File: src/shared/iface_check_defs.svh
// Offsets, field positions, reset values and counts of the interface check block.
`ifndef IFACE_CHECK_DEFS_SVH
`define IFACE_CHECK_DEFS_SVH
`define CFG_ADDR 7'h01
`define CFG_RESET 16'h040E
`define CFG_WMASK 16'h9FFE
`define BIT_PATTERN_TEST 15
`define BIT_AUTO_CLEAR 12
`define BIT_ODD_PARITY 11
`define BIT_PARITY_EN 10
`define BIT_DUAL_PARITY 9
`define BIT_REV_IFACE 8
`define BIT_CHAN_A_INV 7
`define BIT_CHAN_D_INV 4
`define BIT_PTR_TWO 3
`define BIT_PTR_ONE 2
`define BIT_PTR_COLL 1
`define GOOD_SAMPLES 7'h40
`define PATTERN_SEED 16'hA5C3
`endif

File: src/shared/iface_check_pkg.sv
// Types shared by the interface check block.
package iface_check_pkg;
  typedef enum logic [2:0] {
    SIF_IDLE = 3'b001,
    SIF_ADDR = 3'b010,
    SIF_DATA = 3'b100
  } sif_state_t;
  typedef logic [15:0] word_t;
endpackage

File: src/shared/cfg_if.sv
// Carries configuration fields from the register bank to the check logic.
`timescale 1ns/1ps
interface cfg_if;
  logic pattern_test;
  logic auto_clear;
  logic odd_parity;
  logic parity_en;
  logic dual_parity;
  logic rev_iface;
  logic [3:0] chan_invert;
  logic [2:0] ptr_alarm_en;
  modport bank (output pattern_test, auto_clear, odd_parity, parity_en, dual_parity,
                rev_iface, chan_invert, ptr_alarm_en);
  modport user (input pattern_test, auto_clear, odd_parity, parity_en, dual_parity,
                rev_iface, chan_invert, ptr_alarm_en);
endinterface

File: src/verilog/iface_check.sv
// Input interface checker steered by the interface check configuration register.
`timescale 1ns/1ps
`include "iface_check_defs.svh"
module iface_check (
  // Clock and reset
  input wire logic clk_in,
  input wire logic srst_in,
  // Serial configuration interface, one bit per clock
  input wire logic sif_enable_n_in,
  input wire logic sif_data_in,
  output logic sif_data_out,
  output logic sif_data_oe_n_out,
  // Parallel input bus
  input wire logic [15:0] data_a_in,
  input wire logic [15:0] data_b_in,
  input wire logic [15:0] data_c_in,
  input wire logic [15:0] data_d_in,
  input wire logic sync_input_pair_in,
  input wire logic parity_input_pair_in,
  input wire logic sample_strobe_pair_in,
  // FIFO pointer events, output enables and alarm clear
  input wire logic ptr_two_apart_in,
  input wire logic ptr_one_apart_in,
  input wire logic ptr_collision_in,
  input wire logic transmit_enable_pin_in,
  input wire logic sif_txenable_in,
  input wire logic alarm_clear_in,
  // Results
  output logic [15:0] data_a_out,
  output logic [15:0] data_b_out,
  output logic [15:0] data_c_out,
  output logic [15:0] data_d_out,
  output logic sample_valid_out,
  output logic sync_out,
  output logic analog_enable_out,
  output logic [2:0] ptr_alarm_out,
  output logic parity_alarm_out,
  output logic pattern_alarm_out
);
  cfg_if cfg ();
  logic [15:0] cfg_value;

  // ==========================================================
  // Serial access: R/W bit, 7 address bits, 16 data bits, MSB first.
  iface_check_pkg::sif_state_t st_reg, st_next;
  logic [4:0] cnt_reg, cnt_next;
  logic [23:0] sh_reg, sh_next;
  logic rd_reg, rd_next;
  logic wr_pulse;
  logic out_reg, out_next;
  logic oe_n_reg, oe_n_next;

  // A read of the configuration address loads the register into the shifter.
  // Its bits then leave on the data line one clock behind each data slot.
  // Raising the frame select at any time drops the frame without a write.
  always_comb begin
    st_next = st_reg;
    cnt_next = cnt_reg;
    sh_next = sh_reg;
    rd_next = rd_reg;
    out_next = out_reg;
    oe_n_next = 1'b1;
    wr_pulse = 1'b0;
    if (sif_enable_n_in) begin
      st_next = iface_check_pkg::SIF_IDLE;
      cnt_next = 5'h0_0;
    end else begin
      case (st_reg)
        iface_check_pkg::SIF_IDLE: begin
          rd_next = sif_data_in;
          cnt_next = 5'h0_0;
          st_next = iface_check_pkg::SIF_ADDR;
        end
        iface_check_pkg::SIF_ADDR: begin
          sh_next = {sh_reg[22:0], sif_data_in};
          cnt_next = cnt_reg + 5'h0_1;
          if (cnt_reg == 5'h0_6) begin
            cnt_next = 5'h0_0;
            st_next = iface_check_pkg::SIF_DATA;
            if (rd_reg && {sh_reg[5:0], sif_data_in} == `CFG_ADDR) begin
              sh_next = {sh_reg[5:0], sif_data_in, cfg_value, 1'b0};
            end
          end
        end
        iface_check_pkg::SIF_DATA: begin
          sh_next = {sh_reg[22:0], sif_data_in};
          cnt_next = cnt_reg + 5'h0_1;
          if (rd_reg) begin
            out_next = sh_reg[16];
            oe_n_next = 1'b0;
          end
          if (cnt_reg == 5'h0_F) begin
            wr_pulse = ~rd_reg;
            st_next = iface_check_pkg::SIF_IDLE;
          end
        end
        default: st_next = iface_check_pkg::SIF_IDLE;
      endcase
    end
  end

  always_ff @(posedge clk_in) begin
    if (srst_in) begin
      st_reg <= iface_check_pkg::SIF_IDLE;
      cnt_reg <= 5'h0_0;
      sh_reg <= 24'h00_0000;
      rd_reg <= 1'b0;
      out_reg <= 1'b0;
      oe_n_reg <= 1'b1;
    end else begin
      st_reg <= st_next;
      cnt_reg <= cnt_next;
      sh_reg <= sh_next;
      rd_reg <= rd_next;
      out_reg <= out_next;
      oe_n_reg <= oe_n_next;
    end
  end

  assign sif_data_out = out_reg;
  assign sif_data_oe_n_out = oe_n_reg;

  cfg_bank u_bank (
    .clk_in(clk_in),
    .srst_in(srst_in),
    .wr_in(wr_pulse),
    .addr_in(sh_reg[21:15]),
    .wdata_in({sh_reg[14:0], sif_data_in}),
    .value_out(cfg_value),
    .cfg(cfg)
  );

  // ==========================================================
  // Checking datapath.
  function automatic logic parity_of(input logic [31:0] w, input logic odd);
    parity_of = (^w) ^ odd;
  endfunction

  logic strobe, sync_r, par;
  logic good;
  logic par_err, pat_err;
  logic [15:0] a_next, b_next, c_next, d_next;
  logic [15:0] a_reg, b_reg, c_reg, d_reg;
  logic [15:0] pat_reg, pat_next;
  logic val_reg, sync_reg, an_reg;
  logic par_al_reg, par_al_next, pat_al_reg, pat_al_next;
  logic [2:0] ptr_reg, ptr_next;
  logic [6:0] good_reg, good_next;
  logic auto_clr;

  always_comb begin
    strobe = cfg.rev_iface ? sync_input_pair_in : sample_strobe_pair_in;
    sync_r = cfg.rev_iface ? parity_input_pair_in : sync_input_pair_in;
    par = cfg.rev_iface ? sample_strobe_pair_in : parity_input_pair_in;
    a_next = data_a_in ^ {16{cfg.chan_invert[3]}};
    b_next = data_b_in ^ {16{cfg.chan_invert[2]}};
    c_next = data_c_in ^ {16{cfg.chan_invert[1]}};
    d_next = data_d_in ^ {16{cfg.chan_invert[0]}};
    par_err = 1'b0;
    if (cfg.parity_en && strobe) begin
      if (cfg.dual_parity) begin
        par_err = (parity_of({data_a_in, data_b_in}, cfg.odd_parity) != par) ||
                  (parity_of({data_c_in, data_d_in}, cfg.odd_parity) != par);
      end else begin
        par_err = parity_of({data_a_in ^ data_c_in, data_b_in ^ data_d_in},
                            cfg.odd_parity) != par;
      end
    end
    pat_err = cfg.pattern_test && strobe &&
              (data_a_in != pat_reg || data_b_in != ~pat_reg ||
               data_c_in != pat_reg || data_d_in != ~pat_reg);
    pat_next = pat_reg;
    if (cfg.pattern_test && strobe) begin
      pat_next = {pat_reg[14:0], pat_reg[15]};
    end
    good = strobe && !par_err && !pat_err;
    good_next = good_reg;
    if (strobe) begin
      good_next = good ? ((good_reg == `GOOD_SAMPLES) ? 7'h0_0 : good_reg + 7'h0_1) : 7'h0_0;
    end
    auto_clr = cfg.auto_clear && good && good_reg == `GOOD_SAMPLES - 7'h0_1;
    par_al_next = par_al_reg;
    pat_al_next = pat_al_reg;
    ptr_next = ptr_reg;
    // Clears are applied first so that an event in the same cycle still sets.
    // Losing such an event would hide a real interface fault from software.
    if (alarm_clear_in || auto_clr) begin
      par_al_next = 1'b0;
      pat_al_next = 1'b0;
      ptr_next = 3'h0;
    end
    if (par_err) par_al_next = 1'b1;
    if (pat_err) pat_al_next = 1'b1;
    if (ptr_two_apart_in && cfg.ptr_alarm_en[2]) ptr_next[2] = 1'b1;
    if (ptr_one_apart_in && cfg.ptr_alarm_en[1]) ptr_next[1] = 1'b1;
    if (ptr_collision_in && cfg.ptr_alarm_en[0]) ptr_next[0] = 1'b1;
  end

  // ==========================================================
  // Datapath and alarm registers.
  // Sample data only load on a strobe, so they hold between words.
  always_ff @(posedge clk_in) begin
    if (srst_in) begin
      a_reg <= 16'h0000;
      b_reg <= 16'h0000;
      c_reg <= 16'h0000;
      d_reg <= 16'h0000;
      val_reg <= 1'b0;
      sync_reg <= 1'b0;
      an_reg <= 1'b0;
      pat_reg <= `PATTERN_SEED;
      good_reg <= 7'h0_0;
      par_al_reg <= 1'b0;
      pat_al_reg <= 1'b0;
      ptr_reg <= 3'h0;
    end else begin
      if (strobe) begin
        a_reg <= a_next;
        b_reg <= b_next;
        c_reg <= c_next;
        d_reg <= d_next;
      end
      val_reg <= strobe;
      sync_reg <= sync_r;
      an_reg <= !cfg.pattern_test && transmit_enable_pin_in && sif_txenable_in;
      pat_reg <= pat_next;
      good_reg <= good_next;
      par_al_reg <= par_al_next;
      pat_al_reg <= pat_al_next;
      ptr_reg <= ptr_next;
    end
  end

  assign data_a_out = a_reg;
  assign data_b_out = b_reg;
  assign data_c_out = c_reg;
  assign data_d_out = d_reg;
  assign sample_valid_out = val_reg;
  assign sync_out = sync_reg;
  assign analog_enable_out = an_reg;
  assign ptr_alarm_out = ptr_reg;
  assign parity_alarm_out = par_al_reg;
  assign pattern_alarm_out = pat_al_reg;
endmodule

File: src/verilog/cfg_bank.sv
// Serial-written configuration register at address 0x01 with its field decode.
`timescale 1ns/1ps
`include "iface_check_defs.svh"
module cfg_bank (
  // Clock and reset
  input wire logic clk_in,
  input wire logic srst_in,
  // Decoded serial access
  input wire logic wr_in,
  input wire logic [6:0] addr_in,
  input wire logic [15:0] wdata_in,
  // Register contents and fields
  output logic [15:0] value_out,
  cfg_if.bank cfg
);
  logic [15:0] cfg_reg;
  logic [15:0] cfg_next;

  always_comb begin
    cfg_next = cfg_reg;
    if (wr_in && addr_in == `CFG_ADDR) begin
      cfg_next = wdata_in & `CFG_WMASK;
    end
  end

  always_ff @(posedge clk_in) begin
    if (srst_in) begin
      cfg_reg <= `CFG_RESET;
    end else begin
      cfg_reg <= cfg_next;
    end
  end

  assign value_out = cfg_reg;
  assign cfg.pattern_test = cfg_reg[`BIT_PATTERN_TEST];
  assign cfg.auto_clear = cfg_reg[`BIT_AUTO_CLEAR];
  assign cfg.odd_parity = cfg_reg[`BIT_ODD_PARITY];
  assign cfg.parity_en = cfg_reg[`BIT_PARITY_EN];
  assign cfg.dual_parity = cfg_reg[`BIT_DUAL_PARITY];
  assign cfg.rev_iface = cfg_reg[`BIT_REV_IFACE];
  assign cfg.chan_invert = cfg_reg[`BIT_CHAN_A_INV:`BIT_CHAN_D_INV];
  assign cfg.ptr_alarm_en = cfg_reg[`BIT_PTR_TWO:`BIT_PTR_COLL];
endmodule

File: config.mk
export PLATFORM = sky130hd
export DESIGN_NAME = iface_check
export DESIGN_NICKNAME = d
export VERILOG_FILES = /design/src/shared/iface_check_pkg.sv /design/src/shared/cfg_if.sv /design/src/verilog/iface_check.sv /design/src/verilog/cfg_bank.sv
export VERILOG_INCLUDE_DIRS = /design/src /design/src/shared
export SDC_FILE = /design/constraint.sdc
export NUM_CORES = 1
export LEC_CHECK = 0
export BUFFER_PORTS_ARGS = -buffer_cell sky130_fd_sc_hd__buf_2
export CAP_MARGIN = 20
export CORE_MARGIN = 1.5
export CORE_UTILIZATION = 55
export CTS_CLUSTER_SIZE = 12
export DETAILED_ROUTE_END_ITERATION = 7
export PLACE_DENSITY = 0.92
export SKIP_LAST_GASP = 1
export SLEW_MARGIN = 20
export SYNTH_ARGS = -nofsm -noshare
export SYNTH_HDL_FRONTEND = slang
export SYNTH_SLANG_ARGS = --single-unit
File: constraint.sdc
create_clock -name clk_in -period 3 [get_ports clk_in]
set_clock_uncertainty 0.2 [all_clocks]
set_input_delay 0.3 -clock clk_in [delete_from_list [all_inputs] [get_ports clk_in]]
set_output_delay 0.3 -clock clk_in [all_outputs]
set_load 0.02 [all_outputs]
# Word-level counts from Yosys, hierarchy flattened
# Cells that the tools add are included.
# word_totals
regBits	141
input_bits	77
out_inout_bits	74
word_cells	118
# classes
bitwise	13
n_mux	26
reduce_logical	38
add_sub_neg	2
eq_ne	18
# ops
op	n
parity 32 bit	3
bitwise XOR 16 bit	6
!= test 16 bit	4
2-to-1 mux 22 bit	2
case mux 22 bit (2 select lines)	1
NOT 16 bit	1
2-to-1 mux 1 bit	15
case mux 5 bit (3 select lines)	1
== test 7 x 1 -> 1 bit, second input constant	2
logical AND 1 bit	14
2-to-1 mux 7 bit	2
nonzero test 2 bit	6
2-to-1 mux 3 bit	3
case mux 3 bit (3 select lines)	1
adder 7 x 1 -> 7 bit, second input constant	1
== test 7 x 6 -> 1 bit, second input constant	1
== test 7 bit, second input constant	1
AND reduction 2 bit	3
adder 5 x 1 -> 5 bit, second input constant	1
== test 5 x 3 -> 1 bit, second input constant	1
== test 5 x 4 -> 1 bit, second input constant	1
logical OR 1 bit	5
2-to-1 mux 5 bit	1
!= test 2 bit, second input constant	2
11 further kinds	19

# Longest topological paths before layout
# depth
ltp_word	14
ltp_mapped	10
mapped_depth_nobuf	9

# Cells and area by module
# A second synthesis with hierarchy kept.
# unflattened
cells_unflattened	853
area_unflattened_um2	7458.4
# by_module_without_submodules
mod	cells_each	area_each_um2	n_inst	seq_area_each_um2
iface_check	777	6740.2	1	2562.5
cfg_bank	76	718.2	1	260.2

# Worst setup path before layout
# Ideal clock, no wire load.
# synth_timing
path_type	reg2reg
startpoint	reg cnt_reg[0]
endpoint	reg u_bank.cfg_reg[10] (netlist: u_bank.value_out[10])
setup_slack_ns	0.241
path_stages_with_launch	9
required_time_ns	2.680
setup_time_ns	0.120
arrival_ns	2.439
path_cell_list	dfxtp_1 ha_1 and3_1 ha_1 or4b_2 nor3_1 nand4_1 clkbuf_1 a211o_1
# synth_via
elab_chain_len	5
# synth_lines
element	line_no	text
start, declared	iface_check.sv:46	logic [4:0] cnt_reg, cnt_next;
start signal, assigned	iface_check.sv:112	cnt_reg <= cnt_next;
== test 5 x 4 -> 1 bit	iface_check.sv:92	if (cnt_reg == 5'h0_F) begin
2-to-1 mux 1 bit	iface_check.sv:92	
2-to-1 mux 1 bit	iface_check.sv:68	case (st_reg)
2-to-1 mux 1 bit	iface_check.sv:64	if (sif_enable_n_in) begin
logical AND 1 bit (no line)	--	
end signal, assigned	cfg_bank.sv:28	cfg_reg <= `CFG_RESET;
end signal, assigned	cfg_bank.sv:30	cfg_reg <= cfg_next;
end, declared	cfg_bank.sv:16	logic [15:0] cfg_reg;
# No other way between the ends.
# A chain may end at the register's enable or synchronous reset.

# Worst setup path after layout
# layout_timing
startpoint	reg pat_reg[12]
endpoint	reg good_reg[3]
# layout_via
elab_chain_len	9
elab_cells_between_ends	12
classes_between	eq/ne: 4; mux: 1; bitwise: 1; reduce/logical: 6
# layout_lines
element	line_no	text
start, declared	iface_check.sv:144	logic [15:0] pat_reg, pat_next;
start signal, assigned	iface_check.sv:211	pat_reg <= `PATTERN_SEED;
start signal, assigned	iface_check.sv:226	pat_reg <= pat_next;
NOT 16 bit	iface_check.sv:170, iface_check.sv:171	
!= test 16 bit	iface_check.sv:170	(data_a_in != pat_reg || data_b_in != ~pat_reg ||
logical OR 1 bit (2 in series)	iface_check.sv:170	
logical OR 1 bit *	iface_check.sv:171	data_c_in != pat_reg || data_d_in != ~pat_reg);
logical AND 1 bit *	iface_check.sv:169	pat_err = cfg.pattern_test && strobe &&
logical NOT 1 bit *	iface_check.sv:176	good = strobe && !par_err && !pat_err;
logical AND 1 bit *	iface_check.sv:176	
2-to-1 mux 7 bit *	iface_check.sv:179	good_next = good ? ((good_reg == `GOOD_SAMPLES) ? 7'h0_0 : good_reg + 7'h0_1) : 7'h0_0;
end signal, assigned	iface_check.sv:227	good_reg <= good_next;
end, declared	iface_check.sv:148	logic [6:0] good_reg, good_next;
# Mark *: on every way between the ends. The rest lies on a longest branch, timed or not.

==> run metrics <==
family with the most delay on the worst path=simple AND/OR/NAND/NOR gates; total setup buffers inserted after CTS=0; RSZ-0062 raised after global routing=false; Async SR Flop Fraction=0%; Main synth FF type=dfxtp_1; top cells by area, synth=dfxtp_1 40%, xnor2_1 16%, a211oi_1 7.4%; placed cell areas=between 7000 and 8000 µm²; Slowest cell on crit path=dfxtp_1; initial antenna violation count=0; Tightest Pin Transition=about 1.0 ns; EDFF count, synth=0; Setup TNS=0 ns; Top Ports=151; r2r endpoint=good_reg[3]; PortBufs=150; Initial Util=approximately 56%; Hold WS=~0.022 ns; Worst Setup End Kind=register; Post-Syn Nets=about 920; number of global-route vias before repair=around 6000; worst relative slew slack=between 30% and 40%; critical path arrival=3.01 ns; root buf cell=clkbuf_16; htree depth=4; post-DP HPWL=between 10 and 15 mm; area grow syn2layout=21.6%; Peak VDD IR=roughly 0.00042 V; Final Wtd Congestion=between 0.9 and 1; CP bufs+invs=0; r2r worst-path depth=9; Critical path origin=pat_reg[12]; Post-synth top cells=141 x dfxtp_1, 128 x xnor2_1, 120 x nor2_1; Cell Count, Final, Fillers Out=1156; fmax=350 MHz; Final Cell Area=8660 µm²; critical-path cell list=xnor2_1 > nor4_1 > o2111ai_1 > a21oi_1 > nand4_1 > and2_1 > a31o_2 > or4_1 > a31oi_1; Leak=~3.4 nW; Max Used Layer=met4; DR vias/cell=roughly 5.8; Max clock buf depth=2; max reg flops=22; main combinational cell family by area after synthesis=simple AND/OR/NAND/NOR gates; final hold violations=0; Die Wd=approximately 120 µm; flop2flop setup slack=approximately 0.15 ns; post-synthesis sequential area ratio=between 30% and 40%; WP data required=roughly 3.2 ns; Syn Std Cell Area=just over 7000 µm²; syn_area_per_cell=8.53 µm²; status=complete, no violations; CTS Sinks=approximately 140; Routed WL per cell=roughly 17 µm; Max FO, Critical Path=7; Max Cap Violations=0; CP Depth=9; clock slew at reported path FFs=0.06 ns; DR vias=between 6000 and 7000; simple-gate share of the synthesized area=between 20% and 30%; minimum clock period=approximately 2.9 ns; most numerous cell in the Yosys netlist=dfxtp_1; CTS tree=built; 1st-pass router iterations=6; crit start category=register; Crit Path Class=register to register; die height=117 µm; post-route setup slack=approximately 0.15 ns; CP endpoint=good_reg[3]; fin nets=1054; antenna diode count=0; Synth Instances=835; Final Cycle Share=a little over nine tenths; layout cells sized above 1=20.8%; FF+latch count, synth=roughly 140; metal2 WL=approximately 9.1 mm; total grt overflow=0; Slew Viols, Final=0; multiplexer area fraction after synthesis=under 10%; die area=about 14000 µm²; GRT Util Overall=between 20% and 30%; starting DRC count in detailed routing=approximately 650; Place WS=approximately 0.17 ns; DRT Wirelength=a little under 20 mm; first-pass GRT wire length=between 30 and 40 mm; FF-to-FF Start=pat_reg[12]; Rows=a little over 40; M1 WL=slightly above 8 mm; Synth Area in Compound Gates=between 10% and 20%; placed cells=roughly 1100; endpoints failing setup=0; worst stage delay on the critical path=0.52 ns; class of the worst hold path=primary input to register; CTS buffer count=17; post-route ant nets=0; Adder-Cell Fraction of Synth Area=0.878%; XOR/XNOR share of the synthesized area=about 18%; top-area cell type share of the netlist area=between 30 and 40%; YS warnings=0; pin count of the biggest net entering global routing=between 60 and 70; Yosys cell types=between 40 and 50; DRC=0; routed wl met3=1.90 mm; PwrDens=590 nW/µm²; latest clock arrival within the worst-skew pair=0.43 ns; area leader, netlist=dfxtp_1; core area=approximately 13000 µm²
==> routing by layer <==
metal | vias up | global-route usage (%)
met5 | - | 0
met4 | 0 | 11.8
met3 | 84 | 6.54
met2 | 369 | 44.6
met1 | 3080 | 38.8
li1 | 3173 | -
==> layout make-up <==
type	count	area, µm²
Multi-Input combinational cell	624	4040
Clock buffer	18	439
Inverter	16	60.1
Clock inverter	13	144
Tap cell	172	215
Sequential cell	141	2820
Fill cell	942	3960
Timing Repair Buffer	172	941
==> cell usage in the layout (no fill, tap or decap), types with 3 or more instances in the layout <==
master and instances:
or3_1 4, nor4b_1 3, inv_1 16, clkbuf_16 17
nand3_1 14, mux2i_1 16, nand4_1 5, ha_1 5
a211o_1 9, a41oi_1 4, nand2b_1 12, and3_1 6
a311oi_1 9, xor2_1 19, o21ai_0 11, clkinvlp_4 4
nor2_1 120, dfxtp_1 141, a211oi_1 69, a21oi_1 27
or4_1 4, nor3_1 17, clkinv_4 4, nand3b_1 14
xnor2_1 128, and3b_1 3, buf_4 14, o22ai_1 6
buf_2 149, dlygate4sd3_1 9, nor3b_1 4, nand2_1 78
nor4_1 13
==> per-stage QoR <==
step                util (%)  power (W)
finish                  68.6    0.00511
global route            68.6    0.00529
CTS                     68.6    0.00511
detailed placement      63.3    0.00305
global placement        63.3    0.00303
floorplan                  -    0.00281
==> cells by family (layout without fill, tap and decap cells) <==
| kind of cell | after synthesis | after routing |
|---|---|---|
| xor gates and xnor gates | 148 | 148 |
| DFF | 141 | 141 |
| muxes | 17 | 17 |
| adders and majority gates | 5 | 5 |
| AOI/OAI and AO/OA | 146 | 146 |
| and+or+nand+nor | 308 | 308 |
| buffers and inverters | 70 | 219 |
==> worst min-delay path, delay by kind of cell <==
| family | cells | cell delay (ns) |
|---|---|---|
| AO/OA/AOI/OAI | 1 | 0.08 |
| AND/OR/NAND/NOR | 1 | 0.08 |
| buffers and inverters | 2 | 0.15 |
==> worst min path at each step <==
stage,start,to,slack [ns],depth (start not counted)
detailed placement,sh_reg[21],sh_reg[21],0.25,2
CTS,data_a_in[5],data_a_out[5],0.02,3
global route,data_a_in[5],data_a_out[5],0.04,3
floorplan,rd_reg,sif_data_oe_n_out,0.22,1
global placement,sh_reg[21],sh_reg[21],0.24,2
finish,alarm_clear_in,parity_alarm_out,0.02,4
==> power breakdown <==
part | switching, W | internal (W)
clock | 0.000829 | 0.00124
sequential | 0.0000492 | 0.00196
combinational | 0.000607 | 0.000432
total | 0.00148 | 0.00363
==> repair_timing <==
action                                 CTS  global route
hold buffers                             9             0
setup endpoints to repair                0             0
resized for setup                        0             0
endpoints found under the hold margin   11             0
(Power assumes the default switching activity.)
